## src/srw_pkg.sv

```systemverilog
// Purpose: Shared constants and types for the serializer rate and warm-up block
// Assumes: Special-function registers on an 8-bit address, 8-bit data port
// Notes: All counts are in serializer clock ticks
package srw_pkg;

	// ************************************************************
	// Register addresses
	// ************************************************************
	localparam logic [7:0] ADDR_SYMBOL_GROUP_IN = 8'hAB;
	localparam logic [7:0] ADDR_SYMBOL_RATE_LOW = 8'hAC;
	localparam logic [7:0] ADDR_SYMBOL_RATE_HIGH = 8'hAD;
	localparam logic [7:0] ADDR_WARMUP_DIV_AMP = 8'hAE;
	localparam logic [7:0] ADDR_WARMUP_OSC = 8'hAF;

	// ************************************************************
	// Widths, fields and reset values
	// ************************************************************
	localparam int DATA_W = 8;
	localparam int FIFO_DEPTH = 16;
	localparam int RATE_HIGH_W = 7;
	localparam int WARM_W = 4;
	localparam int WARM_CNT_W = 10;
	localparam int DIV_WARM_HI = 7;
	localparam int DIV_WARM_LO = 4;
	localparam int AMP_WARM_HI = 3;
	localparam int AMP_WARM_LO = 0;
	localparam logic [7:0] REG_RESET = 8'h00;
	localparam logic [7:0] READ_UNMAPPED = 8'h00;
	localparam logic [WARM_CNT_W-1:0] DIV_WARM_SCALE = 10'h004;
	localparam logic [WARM_CNT_W-1:0] OSC_WARM_SCALE = 10'h040;

	// ************************************************************
	// Data-out behaviour when no byte is available
	// ************************************************************
	localparam logic [1:0] RUNOUT_POWER_DOWN = 2'h0;
	localparam logic [1:0] RUNOUT_REPEAT = 2'h1;
	localparam logic [1:0] RUNOUT_ZEROS = 2'h2;
	localparam logic [1:0] RUNOUT_ONES = 2'h3;

	typedef enum logic [2:0] {
		SRW_IDLE,
		SRW_WARM_OSC,
		SRW_WARM_DIV,
		SRW_WARM_AMP,
		SRW_SEND
	} srw_state_t;

	typedef struct packed {
		logic wr;
		logic rd;
		logic [7:0] addr;
		logic [7:0] wdata;
	} srw_sfr_req_t;

endpackage

```

## src/srw_serializer.sv

```systemverilog
// Purpose: Holding register, symbol pacing and warm-up sequencing of the output serializer
// Assumes: All inputs synchronous to clk; control fields come from the neighbouring block
// Notes: One clock domain; warm-up and rate counts advance on the serializer tick
`timescale 1ns/1ns

// ************************************************************
// Byte FIFO between holding register and shift stage
// ************************************************************
module srw_fifo #(
	parameter int WIDTH = 8,
	parameter int DEPTH = 16
) (
	input wire logic clk,
	input wire logic rst,
	input wire logic in_valid,
	output logic in_ready,
	input wire logic [WIDTH-1:0] in_data,
	output logic out_valid,
	input wire logic out_ready,
	output logic [WIDTH-1:0] out_data
);
	localparam int PW = $clog2(DEPTH);
	logic [WIDTH-1:0] mem [DEPTH];
	logic [PW-1:0] wr_ptr;
	logic [PW-1:0] rd_ptr;
	logic [PW:0] count;
	logic push;
	logic pull;

	assign in_ready = count != (PW+1)'(DEPTH);
	assign out_valid = count != '0;
	assign out_data = mem[rd_ptr];
	assign push = in_valid && in_ready;
	assign pull = out_valid && out_ready;

	always_ff @(posedge clk) begin
		if (push) begin
			mem[wr_ptr] <= in_data;
		end
	end

	always_ff @(posedge clk) begin
		if (rst) begin
			wr_ptr <= '0;
			rd_ptr <= '0;
			count <= '0;
		end else begin
			if (push) begin
				wr_ptr <= wr_ptr + 1'b1;
			end
			if (pull) begin
				rd_ptr <= rd_ptr + 1'b1;
			end
			if (push && !pull) begin
				count <= count + 1'b1;
			end else if (pull && !push) begin
				count <= count - 1'b1;
			end
		end
	end
endmodule

// ************************************************************
// Serializer top
// ************************************************************
module srw_serializer (
	input wire logic clk,
	input wire logic rst,
	input wire logic ce,
	input wire srw_pkg::srw_sfr_req_t sfr_req,
	output logic [7:0] sfr_rdata,
	input wire logic ods_enable,
	input wire logic fsk_mode,
	input wire logic [2:0] serializer_clock_divider,
	input wire logic [2:0] group_width,
	input wire logic [1:0] shift_ctrl,
	output logic data_empty,
	output logic sym_out,
	output logic sym_strobe,
	output logic pa_on,
	output logic div_on,
	output logic lc_oscillator_on
);
	localparam int WARM_CNT_W = srw_pkg::WARM_CNT_W;
	logic [7:0] tx_symbol_group_in;
	logic [7:0] symbol_rate_low;
	logic [srw_pkg::RATE_HIGH_W-1:0] symbol_rate_high;
	logic [7:0] warmup_divider_amplifier;
	logic [srw_pkg::WARM_W-1:0] oscillator_warmup_count;
	logic [srw_pkg::WARM_W-1:0] amplifier_warmup_count;
	logic [srw_pkg::WARM_W-1:0] divider_warmup_count;
	logic wr_group;
	logic notify;
	logic pending;
	logic transfer;
	logic fifo_in_ready;
	logic fifo_valid;
	logic [7:0] fifo_data;
	logic pop;
	logic [2:0] ck_cnt;
	logic tick;
	logic [14:0] rate_div;
	logic [14:0] rate_lim;
	logic [14:0] rate_cnt;
	logic advance;
	logic [srw_pkg::WARM_CNT_W-1:0] warm_cnt;
	logic [srw_pkg::WARM_CNT_W-1:0] warm_target;
	logic warm_done;
	srw_pkg::srw_state_t state;
	srw_pkg::srw_state_t next_state;
	logic [7:0] shreg;
	logic [7:0] next_shreg;
	logic [7:0] last_group;
	logic [7:0] next_last;
	logic [2:0] bit_idx;
	logic [2:0] next_idx;
	logic next_sym;
	logic next_strobe;
	logic [7:0] group_src;
	logic src_ok;

	assign amplifier_warmup_count =
		warmup_divider_amplifier[srw_pkg::AMP_WARM_HI:srw_pkg::AMP_WARM_LO];
	assign divider_warmup_count =
		warmup_divider_amplifier[srw_pkg::DIV_WARM_HI:srw_pkg::DIV_WARM_LO];

	// ************************************************************
	// Register port
	// ************************************************************
	assign wr_group = ce && sfr_req.wr && sfr_req.addr == srw_pkg::ADDR_SYMBOL_GROUP_IN;

	always_ff @(posedge clk) begin
		if (rst) begin
			tx_symbol_group_in <= srw_pkg::REG_RESET;
			symbol_rate_low <= srw_pkg::REG_RESET;
			symbol_rate_high <= srw_pkg::REG_RESET[srw_pkg::RATE_HIGH_W-1:0];
			warmup_divider_amplifier <= srw_pkg::REG_RESET;
			oscillator_warmup_count <= srw_pkg::REG_RESET[srw_pkg::WARM_W-1:0];
		end else if (ce && sfr_req.wr) begin
			unique case (sfr_req.addr)
				srw_pkg::ADDR_SYMBOL_GROUP_IN: tx_symbol_group_in <= sfr_req.wdata;
				srw_pkg::ADDR_SYMBOL_RATE_LOW: symbol_rate_low <= sfr_req.wdata;
				srw_pkg::ADDR_SYMBOL_RATE_HIGH: begin
					symbol_rate_high <= sfr_req.wdata[srw_pkg::RATE_HIGH_W-1:0];
				end
				srw_pkg::ADDR_WARMUP_DIV_AMP: warmup_divider_amplifier <= sfr_req.wdata;
				srw_pkg::ADDR_WARMUP_OSC: begin
					oscillator_warmup_count <= sfr_req.wdata[srw_pkg::WARM_W-1:0];
				end
				default: begin
				end
			endcase
		end
	end

	// Upper bits of the two partial registers are never stored, so they read zero
	always_ff @(posedge clk) begin
		if (rst) begin
			sfr_rdata <= srw_pkg::READ_UNMAPPED;
		end else if (ce && sfr_req.rd) begin
			unique case (sfr_req.addr)
				srw_pkg::ADDR_SYMBOL_GROUP_IN: sfr_rdata <= tx_symbol_group_in;
				srw_pkg::ADDR_SYMBOL_RATE_LOW: sfr_rdata <= symbol_rate_low;
				srw_pkg::ADDR_SYMBOL_RATE_HIGH: sfr_rdata <= {1'b0, symbol_rate_high};
				srw_pkg::ADDR_WARMUP_DIV_AMP: sfr_rdata <= warmup_divider_amplifier;
				srw_pkg::ADDR_WARMUP_OSC: sfr_rdata <= {4'h0, oscillator_warmup_count};
				default: sfr_rdata <= srw_pkg::READ_UNMAPPED;
			endcase
		end
	end

	// ************************************************************
	// Holding register handshake
	// ************************************************************
	// Pulse is one cycle late so the byte is already stable in the holding register
	always_ff @(posedge clk) begin
		if (rst) begin
			notify <= 1'b0;
		end else if (ce) begin
			notify <= wr_group;
		end
	end

	// A byte rewritten while pending is not moved until its notify has passed
	assign transfer = pending && !notify && fifo_in_ready && ce;

	always_ff @(posedge clk) begin
		if (rst) begin
			pending <= 1'b0;
		end else if (ce) begin
			if (notify) begin
				pending <= 1'b1;
			end else if (transfer) begin
				pending <= 1'b0;
			end
		end
	end

	// A fresh write outranks a transfer of the previous byte
	always_ff @(posedge clk) begin
		if (rst) begin
			data_empty <= 1'b1;
		end else if (ce) begin
			if (wr_group) begin
				data_empty <= 1'b0;
			end else if (transfer) begin
				data_empty <= 1'b1;
			end
		end
	end

	srw_fifo #(
		.WIDTH(srw_pkg::DATA_W),
		.DEPTH(srw_pkg::FIFO_DEPTH)
	) u_fifo (
		.clk(clk),
		.rst(rst),
		.in_valid(pending && !notify && ce),
		.in_ready(fifo_in_ready),
		.in_data(tx_symbol_group_in),
		.out_valid(fifo_valid),
		.out_ready(pop && ce),
		.out_data(fifo_data)
	);

	// ************************************************************
	// Serializer tick and symbol rate
	// ************************************************************
	assign tick = ck_cnt == serializer_clock_divider;

	always_ff @(posedge clk) begin
		if (rst) begin
			ck_cnt <= '0;
		end else if (ce) begin
			ck_cnt <= tick ? '0 : ck_cnt + 1'b1;
		end
	end

	// A zero divisor would stall the link, so it behaves as one
	assign rate_div = {symbol_rate_high, symbol_rate_low};
	assign rate_lim = rate_div == '0 ? 15'h0001 : rate_div;
	assign advance = state == srw_pkg::SRW_SEND && tick
		&& ({1'b0, rate_cnt} + 16'h0001) >= {1'b0, rate_lim};

	always_ff @(posedge clk) begin
		if (rst) begin
			rate_cnt <= '0;
		end else if (ce) begin
			if (state != srw_pkg::SRW_SEND || advance) begin
				rate_cnt <= '0;
			end else if (tick) begin
				rate_cnt <= rate_cnt + 1'b1;
			end
		end
	end

	// ************************************************************
	// Warm-up timing
	// ************************************************************
	always_comb begin
		unique case (state)
			srw_pkg::SRW_WARM_OSC: begin
				warm_target = WARM_CNT_W'(oscillator_warmup_count) * srw_pkg::OSC_WARM_SCALE;
			end
			srw_pkg::SRW_WARM_DIV: begin
				warm_target = WARM_CNT_W'(divider_warmup_count) * srw_pkg::DIV_WARM_SCALE;
			end
			srw_pkg::SRW_WARM_AMP: warm_target = WARM_CNT_W'(amplifier_warmup_count);
			default: warm_target = '0;
		endcase
	end

	assign warm_done = ({1'b0, warm_cnt} + 11'h001) >= {1'b0, warm_target};

	always_ff @(posedge clk) begin
		if (rst) begin
			warm_cnt <= '0;
		end else if (ce) begin
			if (next_state != state) begin
				warm_cnt <= '0;
			end else if (tick) begin
				warm_cnt <= warm_cnt + 1'b1;
			end
		end
	end

	// ************************************************************
	// Sequencer and shift stage
	// ************************************************************
	always_comb begin
		next_state = state;
		next_shreg = shreg;
		next_last = last_group;
		next_idx = bit_idx;
		next_sym = sym_out;
		next_strobe = 1'b0;
		pop = 1'b0;
		src_ok = 1'b1;
		group_src = last_group;
		if (fifo_valid) begin
			group_src = fifo_data;
		end else begin
			unique case (shift_ctrl)
				srw_pkg::RUNOUT_POWER_DOWN: src_ok = 1'b0;
				srw_pkg::RUNOUT_REPEAT: group_src = last_group;
				srw_pkg::RUNOUT_ZEROS: group_src = 8'h00;
				srw_pkg::RUNOUT_ONES: group_src = 8'hFF;
			endcase
		end
		unique case (state)
			srw_pkg::SRW_IDLE: begin
				if (ods_enable && fifo_valid) begin
					pop = 1'b1;
					next_shreg = fifo_data;
					next_last = fifo_data;
					next_idx = '0;
					next_state = srw_pkg::SRW_WARM_OSC;
				end
			end
			srw_pkg::SRW_WARM_OSC: begin
				if (tick && warm_done) begin
					next_state = srw_pkg::SRW_WARM_DIV;
				end
			end
			srw_pkg::SRW_WARM_DIV: begin
				if (tick && warm_done) begin
					next_state = srw_pkg::SRW_WARM_AMP;
				end
			end
			srw_pkg::SRW_WARM_AMP: begin
				if (tick && warm_done) begin
					next_state = srw_pkg::SRW_SEND;
					next_sym = shreg[0];
					next_strobe = 1'b1;
				end
			end
			srw_pkg::SRW_SEND: begin
				if (advance) begin
					if (bit_idx != group_width) begin
						next_shreg = shreg >> 1;
						next_idx = bit_idx + 1'b1;
					end else if (src_ok) begin
						pop = fifo_valid;
						next_shreg = group_src;
						next_last = group_src;
						next_idx = '0;
					end else begin
						next_state = srw_pkg::SRW_IDLE;
						next_sym = 1'b0;
					end
					if (next_state == srw_pkg::SRW_SEND) begin
						// OOK re-warms on a rising symbol; the symbol waits out the warm-up
						if (!fsk_mode && !sym_out && next_shreg[0]) begin
							next_state = srw_pkg::SRW_WARM_OSC;
						end else begin
							next_sym = next_shreg[0];
							next_strobe = 1'b1;
						end
					end
				end
			end
		endcase
		if (!ods_enable) begin
			next_state = srw_pkg::SRW_IDLE;
			next_sym = 1'b0;
			next_strobe = 1'b0;
			pop = 1'b0;
		end
	end

	always_ff @(posedge clk) begin
		if (rst) begin
			state <= srw_pkg::SRW_IDLE;
		end else if (ce) begin
			state <= next_state;
		end
	end

	always_ff @(posedge clk) begin
		if (rst) begin
			shreg <= '0;
			last_group <= '0;
			bit_idx <= '0;
			sym_out <= 1'b0;
			sym_strobe <= 1'b0;
		end else if (ce) begin
			shreg <= next_shreg;
			last_group <= next_last;
			bit_idx <= next_idx;
			sym_out <= next_sym;
			sym_strobe <= next_strobe;
		end
	end

	assign lc_oscillator_on = state != srw_pkg::SRW_IDLE;
	assign div_on = state == srw_pkg::SRW_WARM_DIV || state == srw_pkg::SRW_WARM_AMP
		|| state == srw_pkg::SRW_SEND;
	assign pa_on = state == srw_pkg::SRW_WARM_AMP || state == srw_pkg::SRW_SEND;

	// ************************************************************
	// Checks
	// ************************************************************
	chk_empty_clear: assert property (@(posedge clk) disable iff (rst)
		wr_group |=> !data_empty) else $error("empty flag not cleared by write");
	chk_notify_pulse: assert property (@(posedge clk) disable iff (rst)
		wr_group |=> notify && tx_symbol_group_in == $past(sfr_req.wdata))
		else $error("notify pulse missing or data unstable");
	chk_lsb_order: assert property (@(posedge clk) disable iff (rst)
		(ce && advance && bit_idx != group_width && next_state == srw_pkg::SRW_SEND && sym_out)
		|=> sym_out == $past(shreg[1])) else $error("symbol order wrong");
	chk_reserved_zero: assert property (@(posedge clk) disable iff (rst)
		(ce && sfr_req.rd && sfr_req.addr == srw_pkg::ADDR_WARMUP_OSC)
		|=> sfr_rdata[7:4] == 4'h0) else $error("reserved bits read nonzero");
	chk_div_warm: assert property (@(posedge clk) disable iff (rst)
		state == srw_pkg::SRW_WARM_DIV |-> warm_target == {divider_warmup_count, 2'b00} + 10'h000)
		else $error("divider warm length wrong");
	chk_amp_warm: assert property (@(posedge clk) disable iff (rst)
		(state == srw_pkg::SRW_WARM_AMP && ce && tick && warm_cnt >= 10'(amplifier_warmup_count))
		|=> state != srw_pkg::SRW_WARM_AMP) else $error("amplifier warm overrun");
	chk_osc_warm: assert property (@(posedge clk) disable iff (rst)
		state == srw_pkg::SRW_WARM_OSC |-> warm_target == {oscillator_warmup_count, 6'h00})
		else $error("oscillator warm length wrong");
	chk_warm_order: assert property (@(posedge clk) disable iff (rst)
		(state == srw_pkg::SRW_SEND && $past(state) != srw_pkg::SRW_SEND)
		|-> $past(state) == srw_pkg::SRW_WARM_AMP && pa_on && div_on)
		else $error("send entered without warm-up");
	chk_empty_set: assert property (@(posedge clk) disable iff (rst)
		(transfer && !wr_group) |=> data_empty) else $error("empty flag not set on transfer");
	chk_empty_pending: assert property (@(posedge clk) disable iff (rst)
		pending |-> !data_empty) else $error("empty flag set while byte still held");
	chk_rate_bound: assert property (@(posedge clk) disable iff (rst)
		rate_cnt < rate_lim) else $error("rate counter past divisor");
endmodule

```

## config.mk

```make
export PLATFORM = sky130hd
export DESIGN_NAME = srw_serializer
export DESIGN_NICKNAME = d
export VERILOG_FILES = /design/src/srw_pkg.sv /design/src/srw_serializer.sv
export SDC_FILE = /design/constraint.sdc
export NUM_CORES = 1
export LEC_CHECK = 0
export ABC_AREA = 1
export BUFFER_PORTS_ARGS = -buffer_cell sky130_fd_sc_hd__buf_4
export CORE_AREA = 10 10 150 152
export DETAILED_ROUTE_END_ITERATION = 12
export DIE_AREA = 0 0 160 162
export GPL_ROUTABILITY_DRIVEN = 0
export PLACE_DENSITY = 0.78
export SETUP_SLACK_MARGIN = 0.3
export SYNTH_ARGS = -nofsm -noshare
export SYNTH_HDL_FRONTEND = slang
export SYNTH_SLANG_ARGS = --single-unit
export TNS_END_PERCENT = 5
```

## constraint.sdc

```tcl
create_clock -name clk -period 11.6 [get_ports clk]
set_clock_uncertainty 0.1 [all_clocks]
set_input_delay 1.16 -clock clk [delete_from_list [all_inputs] [get_ports clk]]
set_output_delay 1.16 -clock clk [all_outputs]
set_load 0.005 [all_outputs]
```

==> results of run 1 <==
==> state kept, by name, summed over array words and instances, names as in the netlist, 5 cells and up, named ones only <==
name,flops
last_group,8
rate_cnt,15
sfr_rdata,8
shreg,8
symbol_rate_high,7
symbol_rate_low,8
tx_symbol_group_in,8
u_fifo.count,5
u_fifo.mem,128
warm_cnt,10
warmup_divider_amplifier,8
==> worst max path at each step <==
stage                      startpoint               to  slack, ns  cells past startpoint
final                     rate_cnt[0]  u_fifo.count[4]       6.83                     27
after global routing      rate_cnt[0]  u_fifo.count[4]       6.23                     27
after CTS                 rate_cnt[0]  u_fifo.count[4]       6.85                     27
after detailed placement  rate_cnt[0]  u_fifo.count[4]       6.91                     27
after floorplan           rate_cnt[1]  u_fifo.count[4]       7.46                     27
after global placement    rate_cnt[1]  u_fifo.count[4]       7.10                     27
==> through the flow <==
step                      instances  setup WS (ns)  util (%)  hold slack [ns]  cell area (um2)
final                          1601           6.83      66.5            0.352            12900
after global routing           1601           6.23      66.5            0.379            12900
after CTS                      1601           6.85      66.5            0.360            12900
after detailed placement       1556           6.91      62.2            0.351            12100
after global placement         1556           7.10      62.2            0.348            12100
after floorplan                1290           7.46         -            0.330            11600
==> area by class of cell <==
type	instances	area share [%]
well taps	265	2.57
inverters	116	3.38
multi-input cells	880	37.0
clock inverters	20	1.56
clock buffers	25	4.85
repair buffers	52	3.03
flip-flops and latches	243	47.6
==> cell families after synthesis <==
| logic type | synth area share (%) |
|---|---|
| AO/OA/AOI/OAI | 15.4 |
| XOR/XNOR | 2.05 |
| adder cells (fa/ha/maj) | 4.29 |
| buffers and inverters | 5.62 |
| flip-flops | 53.2 |
| AND/OR/NAND/NOR | 19.4 |
==> worst max-delay path: cells and delay by family (launching register included) <==
kind	cells	cell delay [ns]
adders and majority gates	4	1.14
xor gates and xnor gates	1	0.16
DFF	1	0.36
and+or+nand+nor	16	1.98
buffers and inverters	1	0.14
AOI/OAI and AO/OA	5	0.80
==> layer usage <==
layer  vias up  wire length, um  track usage (%)
met5         -                0                0
met4         0             1010             8.60
met3        67             2130             3.08
met2       412            13500             35.5
met1      4305            11200             26.7
li1       4521                -                -
==> power by group through the flow <==
stage                     Sequential, mW  Clock (mW)  Combinational (mW)
after floorplan                    0.922           0              0.0567
after global placement             0.923           0              0.0808
after detailed placement           0.923           0              0.0826
after CTS                          0.905       0.817              0.0833
after global routing               0.905       0.850              0.0926
final                              0.905       0.809              0.0836
==> cells in the final DEF, fill, tap and decap left out, types with 7 or more instances in the layout <==
cell type / instances
nand2_1: 241
nor2_1: 144
edfxtp_1: 128
dfxtp_1: 114
inv_1: 108
o21ai_0: 108
a21oi_1: 104
nand3_1: 57
buf_4: 52
ha_1: 38
o221ai_1: 26
clkbuf_16: 25
a211oi_1: 15
xor2_1: 14
xnor2_1: 13
nand2_2: 12
nor3_1: 11
o211ai_1: 10
nand4_1: 9
a31oi_1: 8
inv_2: 7
clkinv_1: 7
==> Yosys cell counts (all sizes together) (2+ instances only) <==
cell type,n,area share (%)
xor2,14,1.1
a31oi,8,0.43
edfxtp,128,33
a21oi,105,4.6
ha,38,4.1
o221ai,26,2.0
o22ai,6,0.32
a221oi,2,0.15
dfxtp,115,20
nand4,12,0.89
o21ai,114,4.9
a211oi,15,0.97
or2,3,0.16
a22oi,5,0.32
clkbuf,42,1.4
o211ai,11,0.76
nor3,12,0.56
nand3,63,3.0
o21a,3,0.19
nand2,256,8.8
nor2,155,5.6
nor3b,2,0.13
inv,115,3.7
o2111ai,4,0.30
nor4,4,0.22
xnor2,13,0.99
buf,9,0.48
o31ai,2,0.13
==> impl_results.md, run 1 <==
- Status: finished, final reports clean
- Pin count of the biggest net entering global routing: just under 70
- Post-Syn Instances: roughly 1,300
- FP Rows: 51
- Total CTS buffers: 25
- Initial core utilization: around three fifths
- Max cap viols: 0
- Slowest-stage cell, CP: dfxtp_1
- Min Tclk post-route: approximately 4.8 ns
- Reg area: just over 6000 um2
- Max clock buf depth: 3
- Logic pwr share: 4.7%
- Number of synthesized flops with an enable pin: between 100 and 150
- Area Overhead vs Synth: 11.6%
- Final Cycle Share: 41.1%
- Clk_lat worst skew: roughly 0.5 ns
- Dpl hpwl: about 18 mm
- Setup crit end kind: flop
- Core region area: a little under 20,000 um2
- Max-slew violations: 0
- Share of layout cells above drive strength 1: a little over a tenth
- Sequential area share after synthesis: between 50% and 60%
- DRT iter0 DRCs: a little over 1,000
- Filler cells: 1,572
- Startpoint Class: flop
- Req. time, crit path: between 10 and 15 ns
- Fmax: 210 MHz
- GRT Residual Overflow: 0
- Wirelength, routed: 27.8 mm
- Syn Area/Cell: 8.96 um2
- Power after layout: approximately 1.8 mW
- Worst vdd ir: between 0.1 and 0.15 mV
- PortBufs: 44
- Most common cell on crit path: nor2_1
- Clock Tree Root: clkbuf_16
- Mapped Area: 11,600 um2
- Drt first pass iters: 5
- Critical R2R Capture: u_fifo.count[4]
- CTS tree: yes
- Mapped Nets: 1,360
- Final TNS setup: 0 ns
- Die Wd: around 160 um
- Hold buffer count at CTS: 0
- Antenna cell count: 0
- Initial antenna violation count: 0
- Sw frac: between 20% and 30%
- Cts repair resizes: 0
- Min-delay worst type: reg -> reg
- Hold Path Origin: shreg[5]
- Async set-or-reset flop fraction in the synthesized netlist: 0%
- Die area: 25,900 um2
- Post-CTS Setup Bufs: 0
- Max incr delay on CP: roughly 0.36 ns
- Htree depth: 1
- Reg power frac: roughly half
- Routed len/inst: 17.4 um
- Vias in the first global route: ~9,000
- All-Layer GR Usage: 21.1%
- Nets: 1,388
- Drc violations: 0
- Top FF cell, synth: edfxtp_1
- Multi-input gate area: roughly 4800 um2
- Ports placed on the boundary: 45
- First-pass GRT wire length: approximately 46 mm
- Int Pwr: 1.41 mW
- Hold Crit Depth: 2
- Final hold vios: 0
- Slew headroom: 14.7%
- Vias/cell: around 5.8
- FF-to-FF Start: rate_cnt[0]
- CP arrival: roughly 5 ns
- Vias post-DR: approximately 9,300
- CTS Sinks: around 240
- Setup violations, final: 0
- Worst-Margin Slew: 1.27 ns
- DRT antenna net count: 0
- Leak: 4.87 nW
- Worst-case reg-to-reg path depth: 27
- Net Switching: between 0.3 and 0.4 mW
- Clock Pin Slew Worst Setup and Hold Paths: 0.06 ns
- Synthesis Warnings: 0
- Post-synth cell types: 53
- Setup CP Type: reg -> reg
- Die height: approximately 160 um
- Clk network pwr share: 45.0%
- Setup slack, reg-to-reg: between 6 and 7 ns
- RSZ-0062 raised after global routing: false
- Synth Register Bits: 243
- Hold endpoint: shreg[5]
- Worst-path fanout max: 8
- PwrDens: 139 nW/um2
No activity file was read; power rests on OpenSTA's default activity.
==> run 2, diff against run 1 <==
==> constraint.sdc (replaced) <==
create_clock -name clk -period 4.4 [get_ports clk]
set_clock_uncertainty 0.1 [all_clocks]
set_input_delay 0.44 -clock clk [delete_from_list [all_inputs] [get_ports clk]]
set_output_delay 0.44 -clock clk [all_outputs]
set_load 0.005 [all_outputs]
==> run 2 against run 1 <==
Effect of this change:
- routed wire length rose by 2.5%
- largest power group unchanged
- critical path depth up 2
- sequential share of layout area is 1.1 points lower
- highest routed layer unchanged
==> impl_results.md, run 2 (synthesis gave the netlist of run 1 again) <==
- Status: finished, final reports clean
- Most common cell on crit path: buf_4
- Clk_lat worst skew: about 0.53 ns
- Setup slack, reg-to-reg: ~0.36 ns
- Min Tclk post-route: 4.04 ns
- Max reg flops: ~130
- Initial core utilization: about three fifths
- Top Registers: u_fifo.mem: 128 flops, rate_cnt: 15 flops, warm_cnt: 10 flops
- GRT Residual Overflow: 0
- Vias post-DR: between 9,000 and 10,000
- Critical R2R Capture: u_fifo.rd_ptr[2]
- Setup violations, final: 0
- Max clock buf depth: 3
- Wirelength, routed: about 29 mm
- Total CTS buffers: 26
- Leak: around 5 nW
- Commonest non-fill, non-tap cell in the layout: nand2_1
- Sw frac: 22.1%
- Worst-Margin Slew: ~1.2 ns
- Vias/cell: 5.75
- Min Hold Slack: between 0.1 and 0.15 ns
- Die Wd: 160 um
- Drt first pass iters: 5
- DRT antenna net count: 0
- Min-delay worst type: in -> reg
- Setup crit end: u_fifo.rd_ptr[2]
- Max-slew violations: 0
- Vias in the first global route: 9,024
- Antenna cell count: 0
- Ports placed on the boundary: 45
- Net Switching: roughly 1.0 mW
- All-Layer GR Usage: between 20% and 30%
- Req. time, crit path: about 4.8 ns
- FP Rows: 51
- Final Cell Area: approximately 13,000 um2
- Clock Tree Root: clkbuf_16
- Setup CP Type: reg -> reg
- Largest Register: u_fifo.mem
- Routed len/inst: between 15 and 20 um
- First-pass GRT wire length: about 46 mm
- Hold Crit Depth: 3
- Crit path buffers/inverters: 10
- Reg power frac: 50.8%
- CTS Sinks: around 240
- Htree depth: 1
- Setup crit end kind: flop
- RSZ-0062 raised after global routing: true
- Logic pwr share: about 4.8%
- Final hold vios: 0
- Worst vdd ir: ~0.38 mV
- CTS tree: yes
- Fmax: approximately 250 MHz
- Clock Pin Slew Worst Setup and Hold Paths: around 0.060 ns
- DRT iter0 DRCs: roughly 1,000
- Clk network pwr share: approximately 44%
- Max incr delay on CP: between 0.3 and 0.4 ns
- Share of layout cells above drive strength 1: between 10% and 20%
- Int Pwr: roughly 3.7 mW
- CP arrival: approximately 4.4 ns
- DP Area: 12,100 um2
- Crit. Startpoint: rate_cnt[0]
- Die height: between 150 and 200 um
- Core region area: approximately 19,000 um2
- Startpoint Class: flop
- Most frequent cells in the layout: nand2_1 (240), nor2_1 (140), edfxtp_1 (128), dfxtp_1 (112)
- Nets: between 1,000 and 1,500
- Die area: 25,900 um2
- FF-to-FF Start: rate_cnt[0]
- Number of cells on the critical path: 29
- Pin count of the biggest net entering global routing: 69
- Slowest-stage cell, CP: dfxtp_2
- Slew headroom: a little under a fifth
- Dpl hpwl: ~19 mm
- Family with the most delay on the worst path: simple AND/OR/NAND/NOR gates
- Area Overhead vs Synth: 14.3%
- Drc violations: 0
- Final Cycle Share: 91.8%
- Worst-path fanout max: 7
- Initial antenna violation count: 0
- PwrDens: approximately 360 nW/um2
- PortBufs: 44
- Max cap viols: 0
- Worst-case reg-to-reg path depth: 29
## run 2: final cells by class
class | count | area [um2]
clock buffers | 35 | 684
clock inverters | 13 | 121
fillers | 1539 | 6180
inverters | 116 | 442
multi-input cells | 880 | 4930
flip-flops and latches | 243 | 6150
well taps | 265 | 332
repair buffers | 74 | 556
## run 2: repair_timing
action	in CTS	in global routing
endpoints found under the setup margin	2	12
pin swaps	8	15
hold buffers	0	0
resized for setup	16	17
setup buffers	10	6
## run 2: per-layer routing
metal  part of all wire (%)  GRT usage (%)  vias up
met5                      0              0        -
met2                     49           35.9      347
li1                       -              -     4562
met3                    6.7           3.31       61
met1                     41           27.2     4381
met4                    3.3           8.18        0
## run 2: per-stage QoR
step / std cells / TNS [ns] / util, % / total power, mW / setup WS (ns)
floorplan: 1290 / 0 / - / 2.58 / 0.323
global placement: 1562 / 0 / 62.5 / 2.65 / 0.181
detailed placement: 1562 / -0.0622 / 62.5 / 2.65 / -0.0622
CTS: 1620 / 0 / 67.4 / 4.71 / 0.292
global route: 1626 / 0 / 68.1 / 4.84 / 0.144
finish: 1626 / 0 / 68.1 / 4.70 / 0.359
## run 2: worst min-delay path by stage
stage,from,to,slack [ns]
global placement,pending,pending,0.35
finish,sfr_req[5],warmup_divider_amplifier[5],0.13
floorplan,shreg[5],shreg[5],0.33
detailed placement,shreg[6],shreg[6],0.35
global route,sfr_req[5],warmup_divider_amplifier[5],0.13
CTS,ods_enable,sym_strobe,0.12
## run 2: worst register-to-register path: cells and delay by family, from the launching register on
kind | cells | cell delay (ns)
xor+xnor | 1 | 0.16
simple gates | 14 | 1.33
flops | 1 | 0.36
fa+ha+maj | 2 | 0.45
buf+inv | 10 | 1.12
compound gates | 2 | 0.42
## run 2: power groups by stage
stage | clock, mW | combinational (mW) | sequential (mW)
2_1_floorplan | 0 | 0.149 | 2.43
3_3_place_gp | 0 | 0.215 | 2.43
3_5_place_dp | 0 | 0.220 | 2.43
4_1_cts | 2.10 | 0.222 | 2.39
5_1_grt | 2.20 | 0.249 | 2.39
6_report | 2.09 | 0.226 | 2.39
